### src/cvs_pkg.sv
// Shared constants and carrier types of the channel variable store.
// Assumes one clock at 10 MHz and a synchronous active-high reset.
package cvs_pkg;
	// ----------------------------------------------------------------
	// Addressing
	// ----------------------------------------------------------------
	localparam int CVS_VARS_PER_CH = 16;
	localparam int CVS_IDX_W = 4;
	localparam int CVS_CH_W = 4;
	localparam int CVS_ADDR_W = CVS_CH_W + CVS_IDX_W;
	localparam logic [CVS_ADDR_W-1:0] CVS_NO_POINTER = 8'h00;
	// ----------------------------------------------------------------
	// Memory types
	// ----------------------------------------------------------------
	typedef enum logic [2:0] {
		CVS_PROM_RO,
		CVS_RAM_RO,
		CVS_PROTECTED_WRITE_TYPE,
		CVS_RAM_RW,
		CVS_BACKED_RAM_TYPE,
		CVS_PERIODIC_BACKUP_TYPE
	} cvs_mem_t;
	// ----------------------------------------------------------------
	// Timing
	// ----------------------------------------------------------------
	localparam longint CVS_CLK_HZ = 64'd10000000;
	localparam longint CVS_SAVE_HOURS = 64'd10;
	localparam longint CVS_SAVE_CYCLES = CVS_SAVE_HOURS * 64'd3600 * CVS_CLK_HZ;
	// ----------------------------------------------------------------
	// Bus carrier
	// ----------------------------------------------------------------
	typedef struct packed {
		logic rd;
		logic wr;
		logic [CVS_ADDR_W-1:0] addr;
	} cvs_req_t;
endpackage

### src/cvs_store.sv
// Channel variable store: sixteen variables per channel, memory-type policy, indirection.
// Assumes a single access source; pointers never chain; EEPROM is modelled in flops.
`timescale 1ns/1ps
module cvs_store import cvs_pkg::*; #(
	parameter int DATA_W = 16,
	parameter int CHANNELS = 16,
	parameter longint SAVE_CYCLES = CVS_SAVE_CYCLES,
	parameter logic [CVS_ADDR_W-1:0] UNLOCK_ADDR = 8'h0D,
	parameter logic [3*CVS_VARS_PER_CH-1:0] MEM_TYPES = '0,
	parameter logic [CVS_VARS_PER_CH-1:0] CAN_INDIRECT = 16'h0000,
	parameter logic [DATA_W-1:0] PROM_VALUE = '0
) (
	input wire logic clk_in,
	input wire logic rst_in,
	input wire cvs_req_t req_in,
	input wire logic [DATA_W-1:0] wdata_in,
	input wire logic setup_wr_in,
	input wire logic [CVS_ADDR_W-1:0] setup_addr_in,
	input wire logic [CVS_ADDR_W-1:0] channel_setup_field_in,
	input wire logic [CVS_ADDR_W-1:0] ro_addr_in,
	input wire logic [DATA_W-1:0] ro_data_in,
	input wire logic ro_wr_in,
	output logic [DATA_W-1:0] rdata_out,
	output logic rvalid_out,
	output logic refused_out,
	output logic write_unlock_flag_out
);
	localparam int NV = CHANNELS * CVS_VARS_PER_CH;
	localparam int SC_W = 64;

	// The channel number is one hex digit, so more than sixteen channels cannot be addressed.
	if (CHANNELS < 1 || CHANNELS > 16 || DATA_W < 1 || SAVE_CYCLES < 1) begin : g_bad_params
		$error("cvs_store: unsupported parameter values");
	end

	typedef struct packed {
		logic [NV-1:0][DATA_W-1:0] ram;
		logic [NV-1:0][DATA_W-1:0] eeprom;
		logic [NV-1:0][CVS_ADDR_W-1:0] pointer;
		logic write_unlock_flag;
		logic [SC_W-1:0] save_count;
		logic [DATA_W-1:0] rdata;
		logic rvalid;
		logic refused;
	} cvs_state_t;

	cvs_state_t st;
	cvs_state_t next_st;

	// Memory type of a variable comes from its index; all channels share the layout.
	function automatic cvs_mem_t type_of(input logic [CVS_ADDR_W-1:0] a);
		logic [CVS_IDX_W-1:0] i;
		i = a[CVS_IDX_W-1:0];
		return cvs_mem_t'(MEM_TYPES[3*i +: 3]);
	endfunction

	function automatic logic is_backed(input cvs_mem_t t);
		return t == CVS_BACKED_RAM_TYPE || t == CVS_PERIODIC_BACKUP_TYPE;
	endfunction

	// ----------------------------------------------------------------
	// Next state
	// ----------------------------------------------------------------
	logic [CVS_ADDR_W-1:0] eff;
	cvs_mem_t eff_type;
	logic in_range;
	logic req_write_ok;
	logic [CVS_ADDR_W-1:0] ch_idx;

	always_comb begin
		next_st = st;
		next_st.rvalid = 1'b0;
		next_st.refused = 1'b0;
		// The address is channel in the upper digit and index in the lower.
		eff = req_in.addr;
		// A non-zero pointer redirects; one hop only, since chains are forbidden.
		if (st.pointer[req_in.addr] != CVS_NO_POINTER) begin
			eff = st.pointer[req_in.addr];
		end
		eff_type = type_of(eff);
		in_range = 32'(eff[CVS_ADDR_W-1:CVS_IDX_W]) < CHANNELS;
		ch_idx = eff;
		req_write_ok = 1'b0;
		if (req_in.rd) begin
			next_st.rvalid = 1'b1;
			next_st.rdata = (eff_type == CVS_PROM_RO) ? PROM_VALUE : st.ram[ch_idx];
			if (eff_type == CVS_PROTECTED_WRITE_TYPE) begin
				next_st.rdata = st.eeprom[ch_idx];
			end
		end
		if (req_in.wr && in_range) begin
			unique case (eff_type)
				CVS_PROM_RO, CVS_RAM_RO: req_write_ok = 1'b0;
				CVS_PROTECTED_WRITE_TYPE: begin
					req_write_ok = st.write_unlock_flag;
					if (req_write_ok) begin
						next_st.eeprom[ch_idx] = wdata_in;
					end
				end
				CVS_RAM_RW: begin
					req_write_ok = 1'b1;
					next_st.ram[ch_idx] = wdata_in;
				end
				default: begin
					req_write_ok = 1'b1;
					next_st.ram[ch_idx] = wdata_in;
					if (st.write_unlock_flag) begin
						next_st.eeprom[ch_idx] = wdata_in;
					end
				end
			endcase
			next_st.refused = !req_write_ok;
			if (eff == UNLOCK_ADDR) begin
				next_st.write_unlock_flag = wdata_in[0];
			end
		end else if (req_in.wr) begin
			next_st.refused = 1'b1;
		end
		// Only indirect-capable variables accept a pointer.
		if (setup_wr_in && CAN_INDIRECT[setup_addr_in[CVS_IDX_W-1:0]]
				&& 32'(setup_addr_in[CVS_ADDR_W-1:CVS_IDX_W]) < CHANNELS) begin
			next_st.pointer[setup_addr_in] = channel_setup_field_in;
		end
		// Device-side updates of read-only RAM such as measured values.
		if (ro_wr_in && type_of(ro_addr_in) == CVS_RAM_RO
				&& 32'(ro_addr_in[CVS_ADDR_W-1:CVS_IDX_W]) < CHANNELS) begin
			next_st.ram[ro_addr_in] = ro_data_in;
		end
		// Periodic backup trades EEPROM wear for bounded loss of settings.
		if (st.save_count >= SC_W'(SAVE_CYCLES - 1)) begin
			next_st.save_count = '0;
			for (int v = 0; v < NV; v++) begin
				if (type_of(CVS_ADDR_W'(v)) == CVS_PERIODIC_BACKUP_TYPE) begin
					next_st.eeprom[v] = st.ram[v];
				end
			end
		end else begin
			next_st.save_count = st.save_count + SC_W'(1);
		end
		if (rst_in) begin
			// EEPROM and pointers survive reset; RAM is reloaded or cleared.
			next_st.write_unlock_flag = 1'b0;
			next_st.save_count = '0;
			next_st.rvalid = 1'b0;
			next_st.refused = 1'b0;
			next_st.rdata = '0;
			next_st.eeprom = st.eeprom;
			for (int v = 0; v < NV; v++) begin
				next_st.ram[v] = is_backed(type_of(CVS_ADDR_W'(v))) ? st.eeprom[v] : '0;
			end
		end
	end

	// ----------------------------------------------------------------
	// State register
	// ----------------------------------------------------------------
	// EEPROM and pointers hold no reset value on purpose: they model nonvolatile cells.
	always_ff @(posedge clk_in) begin
		st <= next_st;
	end

	assign rdata_out = st.rdata;
	assign rvalid_out = st.rvalid;
	assign refused_out = st.refused;
	assign write_unlock_flag_out = st.write_unlock_flag;

	AST_UNLOCK_RESET: assert property (@(posedge clk_in) rst_in |=> !write_unlock_flag_out)
		else $error("unlock flag not cleared by reset");
	AST_PROM_REFUSED: assert property (@(posedge clk_in) disable iff (rst_in)
		req_in.wr && in_range && eff_type == CVS_PROM_RO |=> refused_out)
		else $error("PROM write not refused");
	AST_RO_KEEPS: assert property (@(posedge clk_in) disable iff (rst_in)
		req_in.wr && !ro_wr_in && in_range && eff_type == CVS_RAM_RO
		|=> st.ram[$past(eff)] == $past(st.ram[eff]))
		else $error("read-only RAM changed by bus write");
	AST_PROT_LOCKED: assert property (@(posedge clk_in) disable iff (rst_in)
		req_in.wr && in_range && eff_type == CVS_PROTECTED_WRITE_TYPE && !st.write_unlock_flag
		|=> refused_out)
		else $error("locked protected write accepted");
	AST_RW_TAKES: assert property (@(posedge clk_in) disable iff (rst_in)
		req_in.wr && in_range && eff_type == CVS_RAM_RW |=> st.ram[$past(eff)] == $past(wdata_in))
		else $error("plain RAM write lost");
	AST_BACKED_UNLOCKED: assert property (@(posedge clk_in) disable iff (rst_in)
		req_in.wr && in_range && is_backed(eff_type) && st.write_unlock_flag
		|=> st.eeprom[$past(eff)] == $past(wdata_in))
		else $error("unlocked backed write missed EEPROM");
	// The device-side address picks which backed variable is watched across a reset.
	AST_RESET_LOAD: assert property (@(posedge clk_in)
		rst_in && is_backed(type_of(ro_addr_in))
		&& 32'(ro_addr_in[CVS_ADDR_W-1:CVS_IDX_W]) < CHANNELS
		|=> st.ram[$past(ro_addr_in)] == $past(st.eeprom[ro_addr_in]))
		else $error("backed RAM not reloaded at reset");
	AST_READ_ANSWER: assert property (@(posedge clk_in) disable iff (rst_in)
		req_in.rd |=> rvalid_out)
		else $error("read not answered next cycle");
endmodule

### config.mk
export PLATFORM = sky130hd
export DESIGN_NAME = cvs_store
export DESIGN_NICKNAME = d
export VERILOG_FILES = /design/src/cvs_pkg.sv /design/src/cvs_store.sv
export SDC_FILE = /design/constraint.sdc
export NUM_CORES = 1
export LEC_CHECK = 0
export BUFFER_PORTS_ARGS = -buffer_cell sky130_fd_sc_hd__buf_2
export CAP_MARGIN = 40
export CORE_MARGIN = 1.5
export CORE_UTILIZATION = 14
export DETAILED_ROUTE_END_ITERATION = 6
export PLACE_DENSITY = 0.72
export SETUP_SLACK_MARGIN = 0.5
export SYNTH_ARGS = -nofsm -noshare
export SYNTH_HDL_FRONTEND = slang
export SYNTH_SLANG_ARGS = --single-unit
### constraint.sdc
create_clock -name clk_in -period 0.8 [get_ports clk_in]
set_input_delay 0.04 -clock clk_in [delete_from_list [all_inputs] [get_ports clk_in]]
set_output_delay 0.04 -clock clk_in [all_outputs]
set_load 0.1 [all_outputs]
==> results.sh, run 1 <==
export IMPL_finalSetupViolCount=0
export IMPL_drive_above_1_share_pct=47.8
export IMPL_boundaryPins=89
export IMPL_antenna_found_initial=0
export IMPL_dp_slack_ns=-0.0408
export IMPL_track_usage_pct=3.86
export IMPL_cts_root_buf="clkbuf_4"
export IMPL_numCtsBuffers=3
export IMPL_gp_congestion=0.533
export IMPL_wl_um=410
export IMPL_finalPower_uw=848
export IMPL_worstPathMaxFanout=2
export IMPL_grt_pass1_vias=168
export IMPL_cts_hold_buf=0
export IMPL_ys_seq_area_share_pct=24.2
export IMPL_die_area_mm2=0.00203
export IMPL_clkSinkCount=3
export IMPL_syn2layout_area_growth_pct=52.5
export IMPL_critPathTopFamily="flip-flops"
export IMPL_powerDensity_mw_per_mm2=2240
export IMPL_post_route_worst_setup_slack_ns=0.0161
export IMPL_cp_start_kind="flop"
export IMPL_path_cells="buf_12"
export IMPL_grt_max_degree=5
export IMPL_cts_tree="done"
export IMPL_n_antenna_cell=0
export IMPL_hold_violations=0
export IMPL_cpMaxStageDelayCell="dfxtp_4"
export IMPL_die_x_um=45.1
export IMPL_clock_fmax_mhz=1280
export IMPL_port_buffers=15
export IMPL_grt_pass1_wl_um=517
export IMPL_skew_ns=0
export IMPL_cts_htree_levels=1
export IMPL_placed_cells=59
export IMPL_hold_class="input pin to flop"
export IMPL_core_area_mm2=0.00169
export IMPL_slew_viol_final=0
export IMPL_final_cells=63
export IMPL_drc=0
export IMPL_clk_latency_ns=0.23
export IMPL_ant_nets=0
export IMPL_grt_overflow_total=0
export IMPL_slowest_delay_ns=0.35
export IMPL_vias_per_cell=3.11
export IMPL_maxCapViolations=0
export IMPL_setup_worst_path_class="flop to output port"
export IMPL_crit_arrival_ns=0.74
export IMPL_synth_warnings=0
export IMPL_nNetsFinal=117
export IMPL_syn_area_um2=248
export IMPL_clkTransAtPathRegs_ns=0.04
export IMPL_die_height_um=45.1
export IMPL_rsz0062_at_grt="yes"
export IMPL_ir_worst_vdd_uv=442
export IMPL_fin_setup_tns_ns=0
export IMPL_first_iter_violations=1
export IMPL_synth_seq_cells=3
export IMPL_dp_hpwl_um=356
export IMPL_min_period_over_period_pct=98.0
export IMPL_synthDistinctLibCells=9
export IMPL_num_vias=196
export IMPL_fin_util_pct=22.4
export IMPL_row_count=15
export IMPL_outcome="finished, final reports clean"
export IMPL_cts_setup_buffers=0
export IMPL_period_needed_ns=0.784
export IMPL_clock_path_buffers=2
export IMPL_start_util_pct=14.7
export IMPL_worstPathRequired_ns=0.76
export IMPL_end_kind="output port"
export IMPL_path_buf_inv=1
export IMPL_first_pass_iters=4
export IMPL_synthesis_instances=28
export IMPL_post_drt_wl_per_cell_um=6.51
export IMPL_synth_avg_cell_area_um2=8.85
export IMPL_leakage_nw=0.195
Yosys cell counts:
| cell | count | area [µm²] |
|---|---|---|
| nor4b_2 | 1 | 15.0 |
| conb_1 | 1 | 3.75 |
| nor3b_1 | 1 | 7.51 |
| buf_4 | 16 | 120 |
| nand2b_1 | 2 | 12.5 |
| dfxtp_1 | 3 | 60.1 |
| nor2b_1 | 2 | 12.5 |
| mux2i_1 | 1 | 10.0 |
| nand4_1 | 1 | 6.26 |
what timing repair did:
item	in CTS	in global routing
endpoints found under the setup margin	4	4
pin swaps	2	1
gates resized for setup	1	1
routing by layer:
metal	track usage [%]	wire [µm]
met1	1.69	110
met2	7.43	204
met3	3.20	95
met4	3.53	0
met5	0	0
stage by stage:
stage | hold WS (ns) | cell area (µm²)
CTS | 0.00739 | 369
global route | 0.00860 | 378
detailed placement | 0.248 | 337
global placement | 0.234 | 337
finish | 0.00599 | 378
floorplan | 0.102 | 315
final cells by class:
class	count	area, µm²
Timing Repair Buffer	15	126
Multi-Input combinational cell	24	133
Fill cell	184	1310
Clock buffer	4	26.3
Sequential cell	3	71.3
Tap cell	17	21.3
kinds of logic (layout without fill, tap and decap cells):
group / Yosys count / in the layout / share of synthesized area [%]
multiplexers: 1 / 1 / 4.04
AND/OR/NAND/NOR: 7 / 7 / 21.7
flip-flops: 3 / 3 / 24.2
other: 1 / 16 / 1.51
buffers and inverters: 16 / 19 / 48.5
cells in the final DEF (no fill, tap or decap):
cell and n:
nor4b_4 1, buf_6 1, mux2i_1 1, conb_1 16, dfxtp_4 3, buf_2 11, nor3b_1 1, nor2b_1 2
nand2b_1 2, clkbuf_1 1, nand4_1 1, clkbuf_4 3, buf_12 3
sequential cells by signal (all words and copies together), names as in the netlist:
signal / count
refused_out: 1
rvalid_out: 1
write_unlock_flag_out: 1
worst paths after layout:
kind | from | to | slack, ns | cells past startpoint
setup reg to reg | write_unlock_flag_out$_SDFFE_PP0P_ | write_unlock_flag_out$_SDFFE_PP0P_ | 0.21 | 2
hold reg to reg | write_unlock_flag_out$_SDFFE_PP0P_ | write_unlock_flag_out$_SDFFE_PP0P_ | 0.51 | 2
setup / recovery | write_unlock_flag_out$_SDFFE_PP0P_ | write_unlock_flag_out | 0.02 | 1
hold / removal | rst_in | rvalid_out$_SDFF_PP0_ | 0.006 | 2
power breakdown:
group	internal (mW)	switching, mW	leakage [nW]
Sequential	0.150	0.00413	0.0267
Combinational	0.0540	0.383	0.154
Clock	0.186	0.0703	0.0150
Total	0.390	0.458	0.195
No activity file was read; power rests on OpenSTA's default activity.
==> run 2: changes to the inputs <==
--- a/config.mk
+++ b/config.mk
@@ -5,12 +5,14 @@
 export SDC_FILE = /design/constraint.sdc
 export NUM_CORES = 1
 export LEC_CHECK = 0
+export ABC_AREA = 1
 export BUFFER_PORTS_ARGS = -buffer_cell sky130_fd_sc_hd__buf_2
 export CAP_MARGIN = 40
 export CORE_MARGIN = 1.5
-export CORE_UTILIZATION = 14
+export CORE_UTILIZATION = 15
 export DETAILED_ROUTE_END_ITERATION = 6
-export PLACE_DENSITY = 0.72
+export PLACE_DENSITY = 0.75
+export RECOVER_POWER = 25
 export SETUP_SLACK_MARGIN = 0.5
 export SYNTH_ARGS = -nofsm -noshare
 export SYNTH_HDL_FRONTEND = slang
==> results.sh, run 2 <==
export IMPL_powerDensity_mw_per_mm2=2230
export IMPL_placedInstanceArea_um2=347
export IMPL_die_height_um=44.3
export IMPL_cts_tree="done"
export IMPL_ant_nets=0
export IMPL_first_pass_iters=2
export IMPL_drc=0
export IMPL_vias_per_cell=3.06
export IMPL_skew_ns=0
export IMPL_die_area_mm2=0.00196
export IMPL_clock_path_buffers=2
export IMPL_first_iter_violations=2
export IMPL_layout_common_cells="16 x conb_1, 12 x buf_2, 5 x inv_1, 5 x nor2_1"
export IMPL_cpMaxStageDelayCell="dfxtp_4"
export IMPL_grt_max_degree=4
export IMPL_clkTransAtPathRegs_ns=0.04
export IMPL_final_area_um2=380
export IMPL_outcome="complete, but fails checks"
export IMPL_worstPathRequired_ns=0.76
export IMPL_dp_hpwl_um=390
export IMPL_end_kind="output port"
export IMPL_row_count=14
export IMPL_path_cells="buf_12"
export IMPL_core_area_mm2=0.00154
export IMPL_n_fill_cell=178
export IMPL_drive_above_1_share_pct=42.9
export IMPL_final_cells=72
export IMPL_grt_pass1_wl_um=614
export IMPL_synth_edf_count=0
export IMPL_cp_start_kind="flop"
export IMPL_crit_arrival_ns=0.74
export IMPL_die_x_um=44.3
export IMPL_synth_top_area_share_pct=47.1
export IMPL_min_period_over_period_pct=98.0
export IMPL_slowest_delay_ns=0.35
export IMPL_post_drt_wl_per_cell_um=6.01
export IMPL_violations="negative hold slack"
export IMPL_synth_main_ff_cell="dfxtp_1"
export IMPL_track_usage_pct=4.87
export IMPL_antenna_found_initial=0
export IMPL_leakage_nw=0.223
export IMPL_boundaryPins=89
export IMPL_syn_area_um2=255
export IMPL_ys_seq_area_share_pct=23.5
export IMPL_grt_overflow_total=0
export IMPL_slew_viol_final=0
export IMPL_period_needed_ns=0.784
export IMPL_placed_cells=67
export IMPL_finalSetupViolCount=0
export IMPL_final_common_cell="conb_1"
export IMPL_hold_violations=2
export IMPL_nNetsFinal=127
export IMPL_synth_warnings=0
export IMPL_seq_area_um2=71.3
export IMPL_worstPathMaxFanout=2
export IMPL_ir_worst_vdd_uv=689
export IMPL_clock_fmax_mhz=1280
export IMPL_synthArstFlopShare_pct=0
export IMPL_clkSinkCount=3
export IMPL_r2r_slack_ns=0.10
export IMPL_grt_pass1_vias=172
export IMPL_critPathTopFamily="flip-flops"
export IMPL_synthesis_instances=37
export IMPL_n_antenna_cell=0
export IMPL_synthDistinctLibCells=10
export IMPL_fin_hold_ws_ns=-0.0177
export IMPL_cts_repair_resized=0
export IMPL_num_vias=220
export IMPL_rsz0062_at_grt="yes"
export IMPL_hold_class="input pin to flop"
export IMPL_setup_worst_path_class="flop to output port"
export IMPL_yosysMostFrequentCell="buf_4"
export IMPL_ys_top_cells_by_area="buf_4 47%, dfxtp_1 24%, inv_1 7.4%, nor2_1 7.4%, nand2_1 4.4%"
export IMPL_path_buf_inv=1
export IMPL_wl_um=433
export IMPL_start_util_pct=16.6
export IMPL_syn2layout_area_growth_pct=49.0
export IMPL_clk_latency_ns=0.23
export IMPL_maxCapViolations=0
export IMPL_synth_avg_cell_area_um2=6.90
export IMPL_cts_root_buf="clkbuf_4"
export IMPL_cts_htree_levels=1
export IMPL_synth_common_cells="16 x buf_4, 5 x inv_1, 5 x nor2_1"
export IMPL_yosys_area_top_type="buf_4"
export IMPL_port_buffers=15
export IMPL_synth_seq_cells=3
export IMPL_numCtsBuffers=3
export IMPL_multi_input_area_um2=116
export IMPL_gp_congestion=0.637
-- run 2: path summary, 6_finish.rpt --
check                           cells after the start                                 end                          startpoint
worst max register to register                      3  write_unlock_flag_out$_SDFFE_PP0P_  write_unlock_flag_out$_SDFFE_PP0P_
worst min-delay path                                2               rvalid_out$_SDFF_PP0_                              rst_in
worst max-delay path                                1               write_unlock_flag_out  write_unlock_flag_out$_SDFFE_PP0P_
worst min register to register                      3  write_unlock_flag_out$_SDFFE_PP0P_  write_unlock_flag_out$_SDFFE_PP0P_
-- run 2: cells by family after synthesis --
group / synth area share, %
AO/OA/AOI/OAI: 1.96
flip-flops: 23.5
buffers and inverters: 54.4
other: 1.47
AND/OR/NAND/NOR: 18.6
-- run 2: where the power goes --
part | switching [mW] | leakage (nW) | internal, mW
registers | 0.00426 | 0.0267 | 0.150
clock network | 0.0749 | 0.0150 | 0.187
logic | 0.385 | 0.182 | 0.0478
-- run 2: area by class of cell --
class                      instances  area share [%]
multi-input combinational         28            30.6
inverter                           5            4.93
timing repair buffer              16            33.6
clock buffer                       4            6.91
tap                               16            5.26
sequential                         3            18.7
-- run 2: through the flow --
| stage | setup slack (ns) | power, mW | util (%) | setup TNS (ns) |
|---|---|---|---|---|
| finish | 0.0160 | 0.849 | 24.7 | 0 |
| global route | -0.00372 | 0.892 | 24.7 | -0.00372 |
| CTS | 0.00351 | 0.864 | 24.7 | 0 |
| detailed placement | 0.0891 | 0.589 | 22.5 | 0 |
| global placement | 0.108 | 0.587 | 22.5 | 0 |
| floorplan | 0.0953 | 0.595 | - | 0 |
-- run 2: layer usage --
metal / track usage, % / up-vias / routed length [µm]
li1: - / 114 / -
met1: 4.91 / 90 / 168
met2: 5.88 / 16 / 208
met3: 3.67 / 0 / 55
met4: 5.45 / 0 / 0
met5: 0 / - / 0
-- run 2: what timing repair did --
action	in CTS	in global routing
hold endpoints to repair	2	2
buffers inserted	1	0
setup endpoints to repair	4	4
